### config.mk
export PLATFORM = sky130hd
export DESIGN_NAME = insn_exec
export DESIGN_NICKNAME = d
export VERILOG_FILES = /design/src/logic/insn_exec_pkg.sv /design/src/logic/insn_exec.sv
export SDC_FILE = /design/constraint.sdc
export NUM_CORES = 1
export LEC_CHECK = 0
export BUFFER_PORTS_ARGS = -buffer_cell sky130_fd_sc_hd__buf_2
export CORE_AREA = 3 3 192 194
export CTS_BUF_LIST = sky130_fd_sc_hd__clkbuf_8
export DETAILED_ROUTE_END_ITERATION = 10
export DIE_AREA = 0 0 195 197
export PLACE_DENSITY = 0.67
export SYNTH_ARGS = -nofsm -noshare
export SYNTH_HDL_FRONTEND = slang
export SYNTH_SLANG_ARGS = --single-unit
### constraint.sdc
create_clock -name clk_in -period 3.1 [get_ports clk_in]
set_input_delay 0.31 -clock clk_in [delete_from_list [all_inputs] [get_ports clk_in]]
set_output_delay 0.31 -clock clk_in [all_outputs]
set_load 0.1 [all_outputs]
### src/logic/insn_exec_pkg.sv
// shared constants and carriers for the logical/trap/atomic execution unit
// assumes a 16-bit instruction word, 32-bit registers and a byte-wide memory port
package insn_exec_pkg;
	// opcode patterns, masks select the fixed bits
	localparam logic [15:0] OPC_SWAPB = 16'h6008;
	localparam logic [15:0] OPC_SWAPW = 16'h6009;
	localparam logic [15:0] OPC_TAS = 16'h401B;
	localparam logic [15:0] OPC_TRAP = 16'hC300;
	localparam logic [15:0] OPC_TSTR = 16'h2008;
	localparam logic [15:0] OPC_TSTI = 16'hC800;
	localparam logic [15:0] OPC_TSTM = 16'hCC00;
	localparam logic [15:0] OPC_XORR = 16'h200A;
	localparam logic [15:0] OPC_XORI = 16'hCA00;
	localparam logic [15:0] OPC_XORM = 16'hCE00;
	localparam logic [15:0] MASK_RR = 16'hF00F;
	localparam logic [15:0] MASK_RN = 16'hF0FF;
	localparam logic [15:0] MASK_IMM = 16'hFF00;
	// status word bit positions
	localparam int SR_T_POS = 0;
	localparam int SR_BANK_POS = 29;
	localparam int SR_BL_POS = 28;
	localparam int SR_MD_POS = 30;
	// trap, pc step and test-and-set constants
	localparam logic [31:0] TRAP_EVT_CODE = 32'h0000_0160;
	localparam logic [31:0] TRAP_VEC_OFS = 32'h0000_0100;
	localparam logic [31:0] PC_STEP = 32'h0000_0002;
	localparam logic [7:0] TAS_SET_BIT = 8'h80;
	// reset values
	localparam logic [31:0] SR_RESET = 32'h0000_0000; // arbitrary start: mode, mask and bank bits clear
	localparam logic [31:0] ZERO_WORD = 32'h0000_0000;
	// memory request carrier
	typedef struct packed {
		logic req;
		logic wr;
		logic lock;
		logic purge;
		logic [31:0] addr;
		logic [7:0] wdata;
	} mem_req_t;
	// register write-back carrier
	typedef struct packed {
		logic we;
		logic [3:0] idx;
		logic [31:0] data;
	} reg_wb_t;
endpackage : insn_exec_pkg

### src/logic/insn_exec.sv
// execution unit for swap, test-and-set, trap, and-test and exclusive-or
// assumes the core hands one instruction with operands and waits for done_out;
// memory answers a request with mem_ack_in, read data valid in that cycle
`default_nettype none
module insn_exec (
	input wire logic clk_in, // core clock
	input wire logic srst_in, // synchronous reset, active high
	input wire logic start_in, // one-cycle issue strobe
	input wire logic [15:0] opcode_in, // instruction word
	input wire logic [31:0] pc_in, // address of the instruction
	input wire logic [31:0] rm_in, // source register value
	input wire logic [31:0] rn_in, // destination register value
	input wire logic [31:0] r0_in, // register zero value
	input wire logic [31:0] global_base_in, // global base register
	input wire logic [31:0] vector_base_in, // vector base register
	input wire logic mem_ack_in, // memory accepted or answered
	input wire logic [7:0] mem_rdata_in, // read byte
	input wire logic cache_hit_in, // purge address hits the cache
	input wire logic dirty_mark_in, // hit line is dirty
	input wire logic cacheable_in, // address is cacheable
	output logic busy_out, // instruction in progress
	output logic done_out, // one-cycle completion pulse
	output insn_exec_pkg::mem_req_t mem_out, // memory request
	output logic access_store_out, // protection check as byte store
	output logic line_wb_out, // write dirty line back
	output logic line_inval_out, // clear line_ok of the line
	output insn_exec_pkg::reg_wb_t wb_out, // register write-back
	output logic [31:0] next_pc_out, // fetch address after completion
	output logic [31:0] status_word_out, // status word
	output logic [31:0] saved_status_out, // saved status
	output logic [31:0] saved_pc_out, // saved pc
	output logic [31:0] software_exc_code_out, // trap code register
	output logic [31:0] exception_event_code_out // event code register
);
	// one-hot sequencer states
	typedef enum logic [6:0] {
		ST_IDLE = 7'b000_0001,
		ST_PURGE = 7'b000_0010,
		ST_WBACK = 7'b000_0100,
		ST_READ = 7'b000_1000,
		ST_WRITE = 7'b001_0000,
		ST_DONE = 7'b010_0000,
		ST_TRAP = 7'b100_0000
	} state_t;
	// operation kinds
	typedef enum logic [3:0] {
		OP_NONE, OP_SWAPB, OP_SWAPW, OP_TAS, OP_TRAP, OP_TSTR, OP_TSTI, OP_TSTM, OP_XORR, OP_XORI, OP_XORM
	} op_t;

	// decode, used at issue and by checks
	function automatic op_t decode(input logic [15:0] w);
		if ((w & insn_exec_pkg::MASK_RR) == insn_exec_pkg::OPC_SWAPB) return OP_SWAPB;
		if ((w & insn_exec_pkg::MASK_RR) == insn_exec_pkg::OPC_SWAPW) return OP_SWAPW;
		if ((w & insn_exec_pkg::MASK_RN) == insn_exec_pkg::OPC_TAS) return OP_TAS;
		if ((w & insn_exec_pkg::MASK_IMM) == insn_exec_pkg::OPC_TRAP) return OP_TRAP;
		if ((w & insn_exec_pkg::MASK_RR) == insn_exec_pkg::OPC_TSTR) return OP_TSTR;
		if ((w & insn_exec_pkg::MASK_IMM) == insn_exec_pkg::OPC_TSTI) return OP_TSTI;
		if ((w & insn_exec_pkg::MASK_IMM) == insn_exec_pkg::OPC_TSTM) return OP_TSTM;
		if ((w & insn_exec_pkg::MASK_RR) == insn_exec_pkg::OPC_XORR) return OP_XORR;
		if ((w & insn_exec_pkg::MASK_IMM) == insn_exec_pkg::OPC_XORI) return OP_XORI;
		if ((w & insn_exec_pkg::MASK_IMM) == insn_exec_pkg::OPC_XORM) return OP_XORM;
		return OP_NONE;
	endfunction

	state_t state_q, state_d; // sequencer
	op_t op_q, op_d; // latched operation
	logic [15:0] opc_q, opc_d; // latched opcode
	logic [31:0] pc_q, pc_d; // latched pc
	logic [31:0] addr_q, addr_d; // byte address
	logic [7:0] rbyte_q, rbyte_d; // byte read
	logic [31:0] sr_q, sr_d; // status word
	logic [31:0] ssr_q, ssr_d; // saved status
	logic [31:0] spc_q, spc_d; // saved pc
	logic [31:0] tra_q, tra_d; // trap code
	logic [31:0] evt_q, evt_d; // event code
	logic [31:0] npc_q, npc_d; // next fetch address
	logic done_q, done_d; // completion pulse
	insn_exec_pkg::reg_wb_t wb_q, wb_d; // write-back
	insn_exec_pkg::mem_req_t mem_q, mem_d; // memory request
	logic wbk_q, wbk_d; // line write-back strobe
	logic inv_q, inv_d; // line invalidate strobe
	logic [7:0] imm; // immediate byte of the latched opcode
	op_t op_new; // decode of the incoming word

	assign imm = opc_q[7:0];
	assign op_new = decode(opcode_in);

	// next state and datapath
	always_comb begin
		state_d = state_q;
		op_d = op_q;
		opc_d = opc_q;
		pc_d = pc_q;
		addr_d = addr_q;
		rbyte_d = rbyte_q;
		sr_d = sr_q;
		ssr_d = ssr_q;
		spc_d = spc_q;
		tra_d = tra_q;
		evt_d = evt_q;
		npc_d = npc_q;
		done_d = 1'b0;
		wb_d = '0;
		mem_d = mem_q;
		wbk_d = 1'b0;
		inv_d = 1'b0;
		case (state_q)
			ST_IDLE: begin
				if (start_in) begin
					op_d = op_new;
					opc_d = opcode_in;
					pc_d = pc_in;
					npc_d = pc_in + insn_exec_pkg::PC_STEP;
					case (op_new)
						OP_SWAPB: begin
							wb_d = '{1'b1, opcode_in[11:8], {rm_in[31:16], rm_in[7:0], rm_in[15:8]}};
							done_d = 1'b1;
						end
						OP_SWAPW: begin
							wb_d = '{1'b1, opcode_in[11:8], {rm_in[15:0], rm_in[31:16]}};
							done_d = 1'b1;
						end
						OP_TSTR: begin
							sr_d[insn_exec_pkg::SR_T_POS] = ((rn_in & rm_in) == insn_exec_pkg::ZERO_WORD);
							done_d = 1'b1;
						end
						OP_TSTI: begin
							sr_d[insn_exec_pkg::SR_T_POS] = ((r0_in[7:0] & opcode_in[7:0]) == 8'h00);
							done_d = 1'b1;
						end
						OP_XORR: begin
							wb_d = '{1'b1, opcode_in[11:8], rn_in ^ rm_in};
							done_d = 1'b1;
						end
						OP_XORI: begin
							wb_d = '{1'b1, 4'h0, r0_in ^ {24'h00_0000, opcode_in[7:0]}};
							done_d = 1'b1;
						end
						OP_TAS: begin
							addr_d = rn_in;
							state_d = ST_PURGE;
						end
						OP_TSTM, OP_XORM: begin
							addr_d = global_base_in + r0_in;
							mem_d = '{1'b1, 1'b0, 1'b0, 1'b0, global_base_in + r0_in, 8'h00};
							state_d = ST_READ;
						end
						OP_TRAP: state_d = ST_TRAP;
						default: done_d = 1'b1;
					endcase
				end
			end
			ST_PURGE: begin
				// purge decision on the cache lookup
				if (cache_hit_in && cacheable_in && dirty_mark_in) begin
					wbk_d = 1'b1;
					mem_d = '{1'b1, 1'b1, 1'b1, 1'b1, addr_q, 8'h00};
					state_d = ST_WBACK;
				end else begin
					inv_d = cache_hit_in && cacheable_in;
					mem_d = '{1'b1, 1'b0, 1'b1, 1'b0, addr_q, 8'h00};
					state_d = ST_READ;
				end
			end
			ST_WBACK: begin
				// line copy-back finished, then invalidate and read
				if (mem_ack_in) begin
					inv_d = 1'b1;
					mem_d = '{1'b1, 1'b0, 1'b1, 1'b0, addr_q, 8'h00};
					state_d = ST_READ;
				end
			end
			ST_READ: begin
				if (mem_ack_in) begin
					rbyte_d = mem_rdata_in;
					case (op_q)
						OP_TAS: begin
							sr_d[insn_exec_pkg::SR_T_POS] = (mem_rdata_in == 8'h00);
							mem_d = '{1'b1, 1'b1, 1'b1, 1'b0, addr_q, mem_rdata_in | insn_exec_pkg::TAS_SET_BIT};
							state_d = ST_WRITE;
						end
						OP_XORM: begin
							mem_d = '{1'b1, 1'b1, 1'b0, 1'b0, addr_q, mem_rdata_in ^ imm};
							state_d = ST_WRITE;
						end
						default: begin
							sr_d[insn_exec_pkg::SR_T_POS] = ((mem_rdata_in & imm) == 8'h00);
							mem_d = '0;
							state_d = ST_DONE;
						end
					endcase
				end
			end
			ST_WRITE: begin
				if (mem_ack_in) begin
					mem_d = '0; // lock drops with the write
					state_d = ST_DONE;
				end
			end
			ST_TRAP: begin
				tra_d = {22'h00_0000, imm, 2'b00};
				spc_d = pc_q + insn_exec_pkg::PC_STEP;
				ssr_d = sr_q;
				sr_d[insn_exec_pkg::SR_MD_POS] = 1'b1;
				sr_d[insn_exec_pkg::SR_BL_POS] = 1'b1;
				sr_d[insn_exec_pkg::SR_BANK_POS] = 1'b1;
				evt_d = {evt_q[31:12], insn_exec_pkg::TRAP_EVT_CODE[11:0]};
				npc_d = vector_base_in + insn_exec_pkg::TRAP_VEC_OFS;
				state_d = ST_DONE;
			end
			ST_DONE: begin
				done_d = 1'b1;
				state_d = ST_IDLE;
			end
			default: state_d = ST_IDLE;
		endcase
	end

	// registers only
	always_ff @(posedge clk_in) begin
		if (srst_in) begin
			state_q <= ST_IDLE;
			op_q <= OP_NONE;
			opc_q <= 16'h0000;
			pc_q <= insn_exec_pkg::ZERO_WORD;
			addr_q <= insn_exec_pkg::ZERO_WORD;
			rbyte_q <= 8'h00;
			sr_q <= insn_exec_pkg::SR_RESET;
			ssr_q <= insn_exec_pkg::ZERO_WORD;
			spc_q <= insn_exec_pkg::ZERO_WORD;
			tra_q <= insn_exec_pkg::ZERO_WORD;
			evt_q <= insn_exec_pkg::ZERO_WORD;
			npc_q <= insn_exec_pkg::ZERO_WORD;
			done_q <= 1'b0;
			wb_q <= '0;
			mem_q <= '0;
			wbk_q <= 1'b0;
			inv_q <= 1'b0;
		end else begin
			state_q <= state_d;
			op_q <= op_d;
			opc_q <= opc_d;
			pc_q <= pc_d;
			addr_q <= addr_d;
			rbyte_q <= rbyte_d;
			sr_q <= sr_d;
			ssr_q <= ssr_d;
			spc_q <= spc_d;
			tra_q <= tra_d;
			evt_q <= evt_d;
			npc_q <= npc_d;
			done_q <= done_d;
			wb_q <= wb_d;
			mem_q <= mem_d;
			wbk_q <= wbk_d;
			inv_q <= inv_d;
		end
	end

	// outputs
	assign busy_out = (state_q != ST_IDLE);
	assign done_out = done_q;
	assign mem_out = mem_q;
	assign access_store_out = mem_q.req && (op_q == OP_TAS);
	assign line_wb_out = wbk_q;
	assign line_inval_out = inv_q;
	assign wb_out = wb_q;
	assign next_pc_out = npc_q;
	assign status_word_out = sr_q;
	assign saved_status_out = ssr_q;
	assign saved_pc_out = spc_q;
	assign software_exc_code_out = tra_q;
	assign exception_event_code_out = evt_q;

	// lock held while the test-and-set write is pending in ST_WRITE
	tas_lock_a: assert property (@(posedge clk_in) disable iff (srst_in)
		(state_q == ST_WRITE && op_q == OP_TAS) |-> mem_q.lock)
		else $error("lock dropped between read and write");
	// written byte is the read byte with bit 7 set
	tas_bit7_a: assert property (@(posedge clk_in) disable iff (srst_in)
		(state_q == ST_WRITE && op_q == OP_TAS) |-> mem_q.wr && mem_q.wdata == (rbyte_q | insn_exec_pkg::TAS_SET_BIT))
		else $error("test-and-set write lacks bit 7");
	// flag from the read byte
	tas_flag_a: assert property (@(posedge clk_in) disable iff (srst_in)
		(state_q == ST_READ && op_q == OP_TAS && mem_ack_in) |=> sr_q[0] == ($past(mem_rdata_in) == 8'h00))
		else $error("test-and-set flag wrong");
	// dirty hit copies back before invalidate
	dirty_purge_a: assert property (@(posedge clk_in) disable iff (srst_in)
		(state_q == ST_PURGE && cache_hit_in && cacheable_in && dirty_mark_in) |=> line_wb_out && !line_inval_out)
		else $error("dirty line not written back");
	// clean hit is only invalidated, never copied back
	clean_purge_a: assert property (@(posedge clk_in) disable iff (srst_in)
		(state_q == ST_PURGE && cache_hit_in && cacheable_in && !dirty_mark_in) |=> line_inval_out && !line_wb_out)
		else $error("clean line not invalidated");
	// miss never invalidates
	miss_skip_a: assert property (@(posedge clk_in) disable iff (srst_in)
		(state_q == ST_PURGE && !(cache_hit_in && cacheable_in)) |=> !line_inval_out && !line_wb_out)
		else $error("purge on a miss");
	// memory xor writes the read byte xor the immediate
	xor_write_a: assert property (@(posedge clk_in) disable iff (srst_in)
		(state_q == ST_WRITE && op_q == OP_XORM) |-> mem_q.wr && mem_q.wdata == (rbyte_q ^ imm))
		else $error("memory xor write wrong");
	// trap vector and event code
	trap_vec_a: assert property (@(posedge clk_in) disable iff (srst_in)
		(state_q == ST_TRAP) |=> next_pc_out == $past(vector_base_in) + 32'h0000_0100
		&& exception_event_code_out[11:0] == 12'h160)
		else $error("trap vector or event code wrong");
	// trap saves the address after the instruction
	trap_pc_a: assert property (@(posedge clk_in) disable iff (srst_in)
		(state_q == ST_TRAP) |=> saved_pc_out == $past(pc_q) + insn_exec_pkg::PC_STEP)
		else $error("trap saved pc wrong");
	// trap status bits
	trap_sr_a: assert property (@(posedge clk_in) disable iff (srst_in)
		(state_q == ST_TRAP) |=> sr_q[30] && sr_q[29] && sr_q[28] && saved_status_out == $past(sr_q))
		else $error("trap status not set");
	// trap code is shifted immediate
	trap_code_a: assert property (@(posedge clk_in) disable iff (srst_in)
		(state_q == ST_TRAP) |=> software_exc_code_out == {22'h00_0000, $past(imm), 2'b00})
		else $error("trap code wrong");
	// register and-test finishes next cycle with pc plus two and no write-back
	one_state_a: assert property (@(posedge clk_in) disable iff (srst_in)
		(state_q == ST_IDLE && start_in && decode(opcode_in) == OP_TSTR) |=> done_out
		&& next_pc_out == $past(pc_in) + 32'h0000_0002 && !wb_out.we)
		else $error("and-test timing or pc wrong");
endmodule : insn_exec
`default_nettype wire

==> impl_results.md, run 1 <==
* Status: completed
* Cell variety after synth at 78
* Gr ovfl total at 0
* Setup crit start kind: flip-flop
* Max Transition Viols Final at 0
* Commonest register cell after synthesis: dfxtp_1
* Setup TNS at 0 ns
* Crit-path cells: nor3_2 -> nand2_1 -> nor3b_4 -> nand2_2 -> nor2_4 -> o21ai_2 -> buf_4 -> a221oi_1 -> nor3_1
* Unrepaired setup endpoints after global routing: no
* Hold WC Path Type: input port to flip-flop
* Rel. slew slack at 0.0995
* Synth area leader: dfxtp_1
* Core Area at 0.0354 sq mm
* Reg2reg path depth at 9
* Root Driver: clkbuf_8
* Reg clk slew, reported paths at 0.06 ns
* Layout fillers at 3498
* Worst hold stages at 2
* Largest net degree at the start of global routing at 106
* Inst Count DP at 2562
* Post-Synthesis Cells at 1776
* # nets final at 2515
* Final Cycle Share at 0.910
* Final Setup Violations at 0
* Sink Count at 243
* Worst VDD drop at 0.374 mV
* Worst skew pair latency at 0.61 ns
* CTS tree: yes
* RD Place Congestion at 0.975
* DRT Pass-1 Iters at 8
* I/O Pins at 501
* Critical R2R Launch: state_q[3]$_SDFFE_PP0P_
* Die Y at 197 microns
* Critical Path AT at 3.26 ns
* Register area share after synthesis at 0.338
* Share of the synthesized area in the top cell type at 0.338
* Max incr delay on CP at 0.39 ns
* Die area at 0.0384 sq mm
* Via count at 15100
* Initial Utilization at 0.407
* Clk buf depth at 3
* Drt total wl at 60.4 mm
* Post-synthesis register bit count at 243
* Final ANT Viol Nets at 0
* First-pass GRT wire length at 87.9 mm
* Hold Path End: wb_out[34]$_SDFF_PP0_
* Cts bufs inserted at 44
* Post-route insts no fill at 2709
* Critical Path Slowest Stage Cell: nor3b_4
* MaxCap Viol Count at 0
* Hold path start: opcode_in[10]
* Worst-path fanout max at 20
* Worst Setup End Kind: flip-flop
* CTS HTree Levels at 2
* Post-CTS Setup Repair Bufs at 0
* Reg-to-reg critical path endpoint: mem_out[21]$_SDFFE_PP0P_
* Vias in the first global route at 14300
* Synth Warn # at 0
* Dpl hpwl at 47.2 mm
* GRT Overall Usage at 0.299
* FFs w/ async S/R, synth at 0
* Ranking of synthesized cells by area: dfxtp_1 34%, ha_1 7.1%, buf_4 6.2%
* Fin. Hold Viols at 0
* Mapped cell area at 0.0144 sq mm
* Pleak at 7.73 nW
* Row count at 69
* Max Clk Rate at 354 MHz
* Area Overhead vs Synth at 25.0%
* Final Util at 0.509
* Worst Path Required at 3.53 ns
* PD cells at 469 mW/mm^2
* WS Path Type: flip-flop to flip-flop
* Initial antenna violation count at 12
* I/O Buffers at 391
* Final min period at 2.82 ns
* Die span in x at 195 microns
* R2R setup slack at 0.28 ns
* Drc violations at 0
* Post-synth EDFFs at 0
* Syn avg cell area at 8.11 sq um
* Worst slew pin tran at 1.35 ns
* WL per Instance at 22.3 microns
* Vias per cell at 5.56
* Layout cell share with drive strength beyond 1 at 0.237
* Final Skew at 0.0244 ns
* DRT iter0 DRCs at 1320
[layer usage]
| metal | global-route usage | vias to the layer above | part of all wire |
|---|---|---|---|
| li1 | - | 7061 | - |
| met2 | 0.483 | 752 | 0.46 |
| met5 | 0 | - | 0.00098 |
| met4 | 0.170 | 8 | 0.060 |
| met1 | 0.373 | 7090 | 0.40 |
| met3 | 0.0597 | 157 | 0.076 |
[stage by stage]
stage | hold WS [ns] | total power [W] | cell area (sq um) | setup slack, ns
after floorplan | 0.432 | 0.00484 | 14800 | 0.363
after global placement | 0.442 | 0.00531 | 16500 | 0.0981
after detailed placement | 0.445 | 0.00532 | 16500 | 0.00358
after CTS | 0.00108 | 0.00849 | 18000 | 0.260
after global routing | 0.0125 | 0.00877 | 18000 | 0.0640
final | 0.0533 | 0.00845 | 18000 | 0.279
[registers in the layout, indices dropped and copies added, names as in the netlist]
| name | cells |
|---|---|
| pc_q | 32 |
| status_word_out | 2 |
| opc_q | 8 |
| line_inval_out | 1 |
| addr_q | 32 |
| saved_status_out | 2 |
| next_pc_out | 32 |
| line_wb_out | 1 |
| mem_out | 44 |
| software_exc_code_out | 8 |
| state_q | 7 |
| done_out | 1 |
| saved_pc_out | 32 |
| op_q | 4 |
| wb_out | 37 |
[cell usage after synthesis (11+ instances only)]
cell type  number
xnor2_1        57
buf_4         119
nor4_1         18
xor2_1         51
nand2_1       223
a21oi_1       160
a31oi_1        13
nor3_1         57
a211oi_1       76
nand4_1        18
nand3_1        55
clkbuf_1       71
dfxtp_1       243
nor2_1        201
and2_1         11
a221oi_1       42
o21ai_0        28
a222oi_1       32
mux2i_1        16
buf_2          23
ha_1           82
inv_1          17
and3_1         23
[layout make-up]
cell class	instances	area (sq um)	area share
multi-input cells	1405	8610	0.478
flip-flops and latches	243	4860	0.270
repair buffers	498	2990	0.166
clock buffers	53	729	0.0405
well taps	461	577	0.0320
clock inverters	24	154	0.00855
inverters	17	63.8	0.00354
diodes	8	20.0	0.00111
[cell families after synthesis]
kind of cell    after synthesis  share of synthesized area
flops                       243                      0.338
simple gates                668                      0.217
mux                          16                     0.0111
other cells                   1                   0.000260
fa+ha+maj                    83                     0.0726
buf+inv                     236                     0.0946
xor+xnor                    108                     0.0657
compound gates              421                      0.201
[power by group]
part           internal (W)  leakage (nW)  switching, W
registers           0.00319          1.97     0.0000532
logic              0.000518          5.24       0.00158
clock network       0.00171         0.518       0.00139
[worst max-delay path: cells and delay by family, from the launching register on]
family	cells	cell delay, ns
DFF	1	0.36
buffers and inverters	1	0.30
AOI/OAI and AO/OA	2	0.57
and+or+nand+nor	6	1.41
[worst max-delay path by stage]
stage / from / end / slack, ns
after floorplan: r0_in[0] / mem_out[38]$_SDFFE_PP0P_ / 0.36
after global placement: r0_in[0] / mem_out[28]$_SDFFE_PP0P_ / 0.1
after detailed placement: r0_in[0] / mem_out[26]$_SDFFE_PP0P_ / 0.004
after CTS: state_q[3]$_SDFFE_PP0P_ / state_q[3]$_SDFFE_PP0P_ / 0.26
after global routing: state_q[3]$_SDFFE_PP0P_ / mem_out[21]$_SDFFE_PP0P_ / 0.06
final: state_q[3]$_SDFFE_PP0P_ / mem_out[21]$_SDFFE_PP0P_ / 0.28
[placed cells by master (no fill, tap or decap), drive strengths merged, types with 33 or more instances in the layout]
cell	synthesis	layout
dlygate4sd3	0	62
a211oi	79	79
nand2	225	225
o21ai	33	33
xor2	51	51
nor2	204	204
nand3	56	56
dfxtp	243	243
nor3	60	60
ha	82	82
buf	147	436
conb	1	109
xnor2	57	57
clkbuf	72	53
a21oi	161	161
a221oi	42	42
inv	17	36
[repair_timing]
item,CTS,global route
resized for setup,0,1
hold buffers,62,0
endpoints found under the hold margin,63,0
setup endpoints to repair,0,1
(Power assumes the default switching activity.)
==> run 2, diff against run 1 <==
--- a/config.mk
+++ b/config.mk
@@ -5,12 +5,13 @@
 export SDC_FILE = /design/constraint.sdc
 export NUM_CORES = 1
 export LEC_CHECK = 0
+export ABC_AREA = 1
 export BUFFER_PORTS_ARGS = -buffer_cell sky130_fd_sc_hd__buf_2
-export CORE_AREA = 3 3 192 194
+export CORE_ASPECT_RATIO = 1.75
+export CORE_MARGIN = 3
+export CORE_UTILIZATION = 30
 export CTS_BUF_LIST = sky130_fd_sc_hd__clkbuf_8
 export DETAILED_ROUTE_END_ITERATION = 10
-export DIE_AREA = 0 0 195 197
-export PLACE_DENSITY = 0.67
 export SYNTH_ARGS = -nofsm -noshare
 export SYNTH_HDL_FRONTEND = slang
 export SYNTH_SLANG_ARGS = --single-unit
==> run 2 against run 1 <==
Setup slack improved by 0.27 ns; register-to-register slack better by 0.31 ns; sequential share of layout area is 2.8 points lower; combinational power rose to 3.2 times the previous value; first-iteration DRC count decreased by 4.0%; clock skew up 0.026 ns; die area grew 53%; area after synthesis up 16%; sequential cell count is the same; highest routed layer unchanged.
==> impl_results.md, run 2 <==
* Status: completed (unchanged)
* Final Skew at 0.0501 ns (was 0.0244 ns)
* Main combinational cell family by area after synthesis: simple AND/OR/NAND/NOR gates (unchanged)
* Max incr delay on CP at 0.49 ns (was 0.39 ns)
* Vias per cell at 4.99 (was 5.56)
* Critical Path AT at 2.25 ns (was 3.26 ns)
* Fin. Hold Viols at 0 (unchanged)
* Xor/xnor share of the synthesized area at 0.0215 (was 0.0657)
* Sink Count at 243 (unchanged)
* GRT Overall Usage at 0.272 (was 0.299)
* Post-synth EDFFs at 0 (unchanged)
* Synth Area in Compound Gates at 0.136 (was 0.201)
* Mapped cell area at 0.0167 sq mm (was 0.0144 sq mm)
* Die area at 0.0588 sq mm (was 0.0384 sq mm)
* Post-Synthesis Cells at 2666 (was 1776)
* Synth Area in Adders at 0.0625 (was 0.0726)
* WL per Instance at 22.0 microns (was 22.3 microns)
* Largest net degree at the start of global routing at 72 (was 106)
* Unrepaired setup endpoints after global routing: no (unchanged)
* Synth area leader: dfxtp_1 (unchanged)
* Crit path top cell by count: inv_1
* Worst Path Required at 2.79 ns (was 3.53 ns)
* Layout cell share with drive strength beyond 1 at 0.170 (was 0.237)
* CTS tree: yes (unchanged)
* Worst VDD drop at 0.405 mV (was 0.374 mV)
* Post-synthesis register bit count at 243 (unchanged)
* Max FFs per register at 44 (unchanged)
* Max Clk Rate at 391 MHz (was 354 MHz)
* Worst Setup End Kind: output pin (was flip-flop)
* Critical Path Slowest Stage Cell: buf_2 (was nor3b_4)
* First-pass GRT wire length at 118 mm (was 87.9 mm)
* Final min period at 2.56 ns (was 2.82 ns)
* Clk buf depth at 3 (unchanged)
* Mux cell area share after synthesis at 0 (was 0.0111)
* Root Driver: clkbuf_8 (unchanged)
* Setup TNS at 0 ns (unchanged)
* Drc violations at 0 (unchanged)
* Crit-path cells: inv_1 -> nand2_1 -> nor3_2 -> buf_4 -> inv_1 -> nor2_1 -> buf_2 (was nor3_2 -> nand2_1 -> nor3b_4 -> nand2_2 -> nor2_4 -> o21ai_2 -> buf_4 -> a221oi_1 -> nor3_1)
* CTS HTree Levels at 2 (unchanged)
* I/O Buffers at 391 (unchanged)
* Syn avg cell area at 6.28 sq um (was 8.11 sq um)
* # nets final at 3362 (was 2515)
* Hold WC Path Type: input port to flip-flop (unchanged)
* Layout fillers at 6205 (was 3498)
* Ranking of synthesized cells by area: dfxtp_1 29%, nand2_1 16%, inv_1 7.3% (was dfxtp_1 34%, ha_1 7.1%, buf_4 6.2%)
* RD Place Congestion at 0.994 (was 0.975)
* Via count at 18900 (was 15100)
* Setup crit start kind: flip-flop (unchanged)
* Cell variety after synth at 50 (was 78)
* Dpl hpwl at 69.3 mm (was 47.2 mm)
* Max Transition Viols Final at 0 (unchanged)
* Row count at 113 (was 69)
* Die span in x at 185 microns (was 195 microns)
* Commonest register cell after synthesis: dfxtp_1 (unchanged)
* Gr ovfl total at 0 (unchanged)
* Post-synth top cells: 728 x nand2_1, 327 x inv_1, 298 x nor2_1, 243 x dfxtp_1, 186 x nand3_1 (was 243 x dfxtp_1, 223 x nand2_1, 201 x nor2_1, 160 x a21oi_1, 119 x buf_4)
* PD cells at 680 mW/mm^2 (was 469 mW/mm^2)
* DP Worst Slack at 0.619 ns (was 0.00358 ns)
* Share of the synthesized area in the top cell type at 0.291 (was 0.338)
* Final Setup Violations at 0 (unchanged)
* Cts bufs inserted at 42 (was 44)
* DRT Pass-1 Iters at 5 (was 8)
* Initial antenna violation count at 10 (was 12)
* Area Overhead vs Synth at 19.9% (was 25.0%)
* Drt total wl at 83.4 mm (was 60.4 mm)
* FFs w/ async S/R, synth at 0 (unchanged)
* Final Cycle Share at 0.824 (was 0.910)
* Fin worst setup slack at 0.544 ns (was 0.279 ns)
* DRT iter0 DRCs at 1267 (was 1320)
* I/O Pins at 501 (unchanged)
* MaxCap Viol Count at 0 (unchanged)
* WS Path Type: flip-flop to output pin (was flip-flop to flip-flop)
* Reg clk slew, reported paths at 0.06 ns (about the same)
* Most common cell after layout, fill and taps aside: nand2_1 (was buf_2)
* Initial Utilization at 0.306 (was 0.407)
* Synth Warn # at 0 (unchanged)
* Synth Area in Simple Gates at 0.336 (was 0.217)
* Count leader, synth: nand2_1 (was dfxtp_1)
* Worst skew pair latency at 0.60 ns (was 0.61 ns)
* Pleak at 10.2 nW (was 7.73 nW)
* Register area share after synthesis at 0.291 (was 0.338)
* Worst slew pin tran at 0.803 ns (was 1.35 ns)
* Vias in the first global route at 18300 (was 14300)
* Core Area at 0.0547 sq mm (was 0.0354 sq mm)
* Worst-path fanout max at 9 (was 20)
* Final ANT Viol Nets at 0 (unchanged)
* Die Y at 318 microns (was 197 microns)
* Post-CTS Setup Repair Bufs at 0 (unchanged)
* Rel. slew slack at 0.459 (was 0.0995)
* Most frequent cells in the layout: 726 x nand2_1, 391 x buf_2, 338 x inv_1, 298 x nor2_1, 243 x dfxtp_1 (was 390 x buf_2, 243 x dfxtp_1, 223 x nand2_1, 199 x nor2_1, 159 x a21oi_1)
-- run 2: critical path: cells and delay by family, from the launching register on --
| family | cells | cell delay [ns] |
|---|---|---|
| buf+inv | 4 | 0.88 |
| flops | 1 | 0.31 |
| simple gates | 3 | 0.46 |
-- run 2: stage by stage --
| step | utilization | power (W) | cells | area (sq um) | hold slack (ns) |
|---|---|---|---|---|---|
| 2_1_floorplan | - | 0.00904 | 2774 | 17100 | 0.441 |
| 3_3_place_gp | 0.348 | 0.0107 | 3683 | 19000 | 0.451 |
| 3_5_place_dp | 0.348 | 0.0107 | 3683 | 19000 | 0.458 |
| 4_1_cts | 0.367 | 0.0138 | 3773 | 20100 | 0.00352 |
| 5_1_grt | 0.367 | 0.0143 | 3775 | 20100 | 0.0374 |
| 6_report | 0.367 | 0.0137 | 3782 | 20100 | 0.0366 |
-- run 2: cell families (layout without fill, tap and decap cells) --
logic type,after synthesis,after routing
flops,243,243
compound gates,408,408
buf+inv,544,853
other cells,1,118
simple gates,1346,1346
fa+ha+maj,83,83
xor+xnor,41,41
-- run 2: per-layer routing --
layer / part of all wire / routed length [microns] / track usage / vias to the layer above
li1: - / - / - / 9175
met1: 0.32 / 26700 / 0.253 / 8597
met2: 0.53 / 44300 / 0.521 / 836
met3: 0.060 / 5020 / 0.0437 / 244
met4: 0.088 / 7320 / 0.199 / 6
met5: 0.00050 / 42 / 0 / -
-- run 2: what timing repair did --
| action | CTS | global route |
|---|---|---|
| hold buffers | 19 | 0 |
| hold endpoints to repair | 17 | 0 |
| gates resized for setup | 0 | 0 |
-- run 2: area by class of cell --
cell class / count / area (sq um) / share of cell area
clock inverters: 19 / 114 / 0.00567
flip-flops and latches: 243 / 4860 / 0.242
multi-input cells: 1987 / 9730 / 0.485
clock buffers: 52 / 716 / 0.0356
inverters: 334 / 1260 / 0.0626
well taps: 690 / 863 / 0.0430
diodes: 9 / 22.5 / 0.00112
repair buffers: 448 / 2510 / 0.125
-- run 2: worst paths after layout --
path / endpoint / start / depth (start not counted) / slack (ns)
max: access_store_out / op_q[2]$_SDFFE_PP0P_ / 7 / 0.54
min: wb_out[18]$_SDFF_PP0_ / rm_in[18] / 3 / 0.04
max reg2reg: mem_out[23]$_SDFFE_PP0P_ / state_q[4]$_SDFFE_PP0P_ / 12 / 0.59
min reg2reg: next_pc_out[30]$_SDFFE_PP0P_ / next_pc_out[30]$_SDFFE_PP0P_ / 2 / 0.47
-- run 2: power by group --
group          total [W]  internal, W  switching [W]
registers        0.00399      0.00361       0.000379
clock network    0.00304      0.00159        0.00145
logic            0.00662      0.00125        0.00537
==> run 3, diff against run 2 <==
==> constraint.sdc (replaced) <==
create_clock -name clk_in -period 2.3 [get_ports clk_in]
set_input_delay 0.23 -clock clk_in [delete_from_list [all_inputs] [get_ports clk_in]]
set_output_delay 0.23 -clock clk_in [all_outputs]
set_load 0.1 [all_outputs]
==> run 3 against run 2 <==
Wire length down 1.1%; design area increased by 8.0%; setup slack lost 0.43 ns; sequential share of layout area shrank 1.8 points; core utilization rose by 2.9 points; sequential power increased by 35%; critical endpoint is now busy_out.
==> impl_results.md, run 3 (same netlist as run 2, synthesis figures left out) <==
* DRT Pass-1 Iters at 6 (was 5)
* Post-route insts no fill at 3947 (was 3782)
* Sink Count at 243 (unchanged)
* Die Y at 318 microns (unchanged)
* Die area at 0.0588 sq mm (unchanged)
* Initial antenna violation count at 8 (was 10)
* Root Driver: clkbuf_8 (unchanged)
* Worst hold stages at 3 (unchanged)
* Fin. Hold Viols at 0 (unchanged)
* PD cells at 869 mW/mm^2 (was 680 mW/mm^2)
* Met2 WL at 43.5 mm (was 44.3 mm)
* Drt total wl at 82.4 mm (was 83.4 mm)
* DRT iter0 DRCs at 1013 (was 1267)
* First-pass GRT wire length at 119 mm (was 118 mm)
* Fin worst setup slack at 0.111 ns (was 0.544 ns)
* Largest net degree at the start of global routing at 67 (was 72)
* Die span in x at 185 microns (unchanged)
* Inst Count DP at 3761 (was 3683)
* Placed Area at 0.0197 sq mm (was 0.0190 sq mm)
* Final Cycle Share at 0.952
* Metal3 WL at 4.69 mm (was 5.02 mm)
* Critical Path AT at 1.96 ns (was 2.25 ns)
* CTS tree: yes (unchanged)
* Worst skew pair latency at 0.62 ns (was 0.60 ns)
* Reg2reg path depth at 9 (was 12)
* RD Place Congestion at 1.02 (was 0.994)
* Status: completed (unchanged)
* Final min period at 2.19 ns
* Vias per cell at 4.92 (was 4.99)
* Reg-to-reg critical path endpoint: wb_out[24]$_SDFF_PP0_ (was mem_out[23]$_SDFFE_PP0P_)
* Row count at 113 (unchanged)
* Most frequent cells in the layout: 726 x nand2_1, 390 x buf_2, 334 x inv_1, 296 x nor2_1, 243 x dfxtp_1 (was 726 x nand2_1, 391 x buf_2, 338 x inv_1, 298 x nor2_1, 243 x dfxtp_1)
* DP Worst Slack at 0.0867 ns (was 0.619 ns)
* GRT Overall Usage at 0.270 (was 0.272)
* Hold Path End: opc_q[7]$_SDFFE_PP0P_ (was wb_out[18]$_SDFF_PP0_)
* Max Clk Rate at 457 MHz
* I/O Pins at 501 (unchanged)
* DR top layer: met4 (was met5)
* Worst Path Required at 2.07 ns (was 2.79 ns)
* Final Skew at 0.0510 ns (was 0.0501 ns)
* Gr ovfl total at 0 (unchanged)
* Area Overhead vs Synth at 29.6% (was 19.9%)
* Hold WC Path Type: input port to flip-flop (unchanged)
* Rel. slew slack at 0.551 (was 0.459)
* CTS HTree Levels at 2 (unchanged)
* MaxCap Viol Count at 0 (unchanged)
* Max Transition Viols Final at 0 (unchanged)
* Drc violations at 0 (unchanged)
* Clk buf depth at 3 (unchanged)
* Cts bufs inserted at 43 (was 42)
* Vias in the first global route at 19300 (was 18300)
* Most common cell after layout, fill and taps aside: nand2_1 (unchanged)
* WL per Instance at 20.9 microns (was 22.0 microns)
* Layout cell share with drive strength beyond 1 at 0.190 (was 0.170)
* Hold path start: opcode_in[7] (was rm_in[18])
* Via count at 19400 (was 18900)
* Worst Setup End Kind: output pin (unchanged)
* Critical R2R Launch: state_q[3]$_SDFFE_PP0P_ (was state_q[4]$_SDFFE_PP0P_)
* Worst slew pin tran at 0.673 ns (was 0.803 ns)
* Max FFs per register at 44 (unchanged)
* Met1 wire length at 26.9 mm (was 26.7 mm)
* # nets final at 3527 (was 3362)
* Final Setup Violations at 0 (unchanged)
* Core Area at 0.0547 sq mm (unchanged)
* Setup crit start kind: flip-flop (unchanged)
* WS Path Type: flip-flop to output pin (unchanged)
* Dpl hpwl at 67.5 mm (was 69.3 mm)
* I/O Buffers at 391 (unchanged)
* Pleak at 11.0 nW (was 10.2 nW)
* Fin area at 0.0217 sq mm (was 0.0201 sq mm)
* Initial Utilization at 0.306 (unchanged)
* R2R setup slack at 0.16 ns (was 0.59 ns)
* Reg clk slew, reported paths at 0.07 ns (was 0.06 ns)
* Final ANT Viol Nets at 0 (unchanged)
* Power Total at 0.0188 W (was 0.0137 W)
* Worst VDD drop at 0.588 mV (was 0.405 mV)
* Worst-path fanout max at 5 (was 9)
## run 3: cell types whose count changed in the layout (fill, tap and decap cells not counted), sizes merged
cell	delta
buf	+85
clkbuf	+2
clkinvlp	-1
diode	+2
dlygate4sd3	+78
inv	-1
## run 3: worst max-delay path, cell delays in order (launching register included)
cell and delay [ns]:
dfxtp_1 0.40, inv_2 0.06, nand3_2 0.13, nor2_4 0.07, buf_4 0.13, inv_2 0.08
buf_2 0.47
## run 3: layout make-up
type | instances | area (sq um)
Inverter | 334 | 1260
Clock inverter | 17 | 111
Clock buffer | 53 | 729
Timing Repair Buffer | 612 | 4060
Fill cell | 6028 | 33000
Sequential cell | 243 | 4860
Antenna cell | 11 | 27.5
Tap cell | 690 | 863
Multi-Input combinational cell | 1987 | 9770
## run 3: layer usage
| layer | vias up | GRT usage |
|---|---|---|
| met2 | 781 | 0.519 |
| met4 | 0 | 0.198 |
| li1 | 9501 | - |
| met5 | - | 0 |
| met3 | 230 | 0.0390 |
| met1 | 8904 | 0.252 |
## run 3: timing repair
action                                 in CTS  in global routing
hold buffers                               97                  0
gates resized for setup                     4                  6
endpoints found under the hold margin      74                  0
pin swaps                                   2                  4
gates cloned                                0                  1
setup endpoints to repair                   1                 20
setup buffers                               2                  5
## run 3: worst max path at each step
stage / to / slack [ns] / from
after CTS: access_store_out / 0.02 / op_q[2]$_SDFFE_PP0P_
after global routing: busy_out / -0.003 / state_q[0]$_SDFFE_PP1P_
after detailed placement: mem_out[20]$_SDFFE_PP0P_ / 0.09 / r0_in[0]
after floorplan: access_store_out / 0.14 / mem_out[43]$_SDFFE_PP0P_
final: busy_out / 0.11 / state_q[4]$_SDFFE_PP0P_
after global placement: mem_out[36]$_SDFFE_PP0P_ / 0.09 / r0_in[0]
## run 3: through the flow
step,util,TNS [ns],hold slack (ns)
6_report,0.396,0,0.0296
2_1_floorplan,-,0,0.373
4_1_cts,0.394,0,0.0000623
5_1_grt,0.396,-0.00302,0.0376
3_5_place_dp,0.361,0,0.449
3_3_place_gp,0.361,0,0.445
## run 3: where the power goes
group | total (W) | internal (W) | switching [W]
Sequential | 0.00538 | 0.00487 | 0.000509
Combinational | 0.00926 | 0.00198 | 0.00728
Clock | 0.00421 | 0.00219 | 0.00202
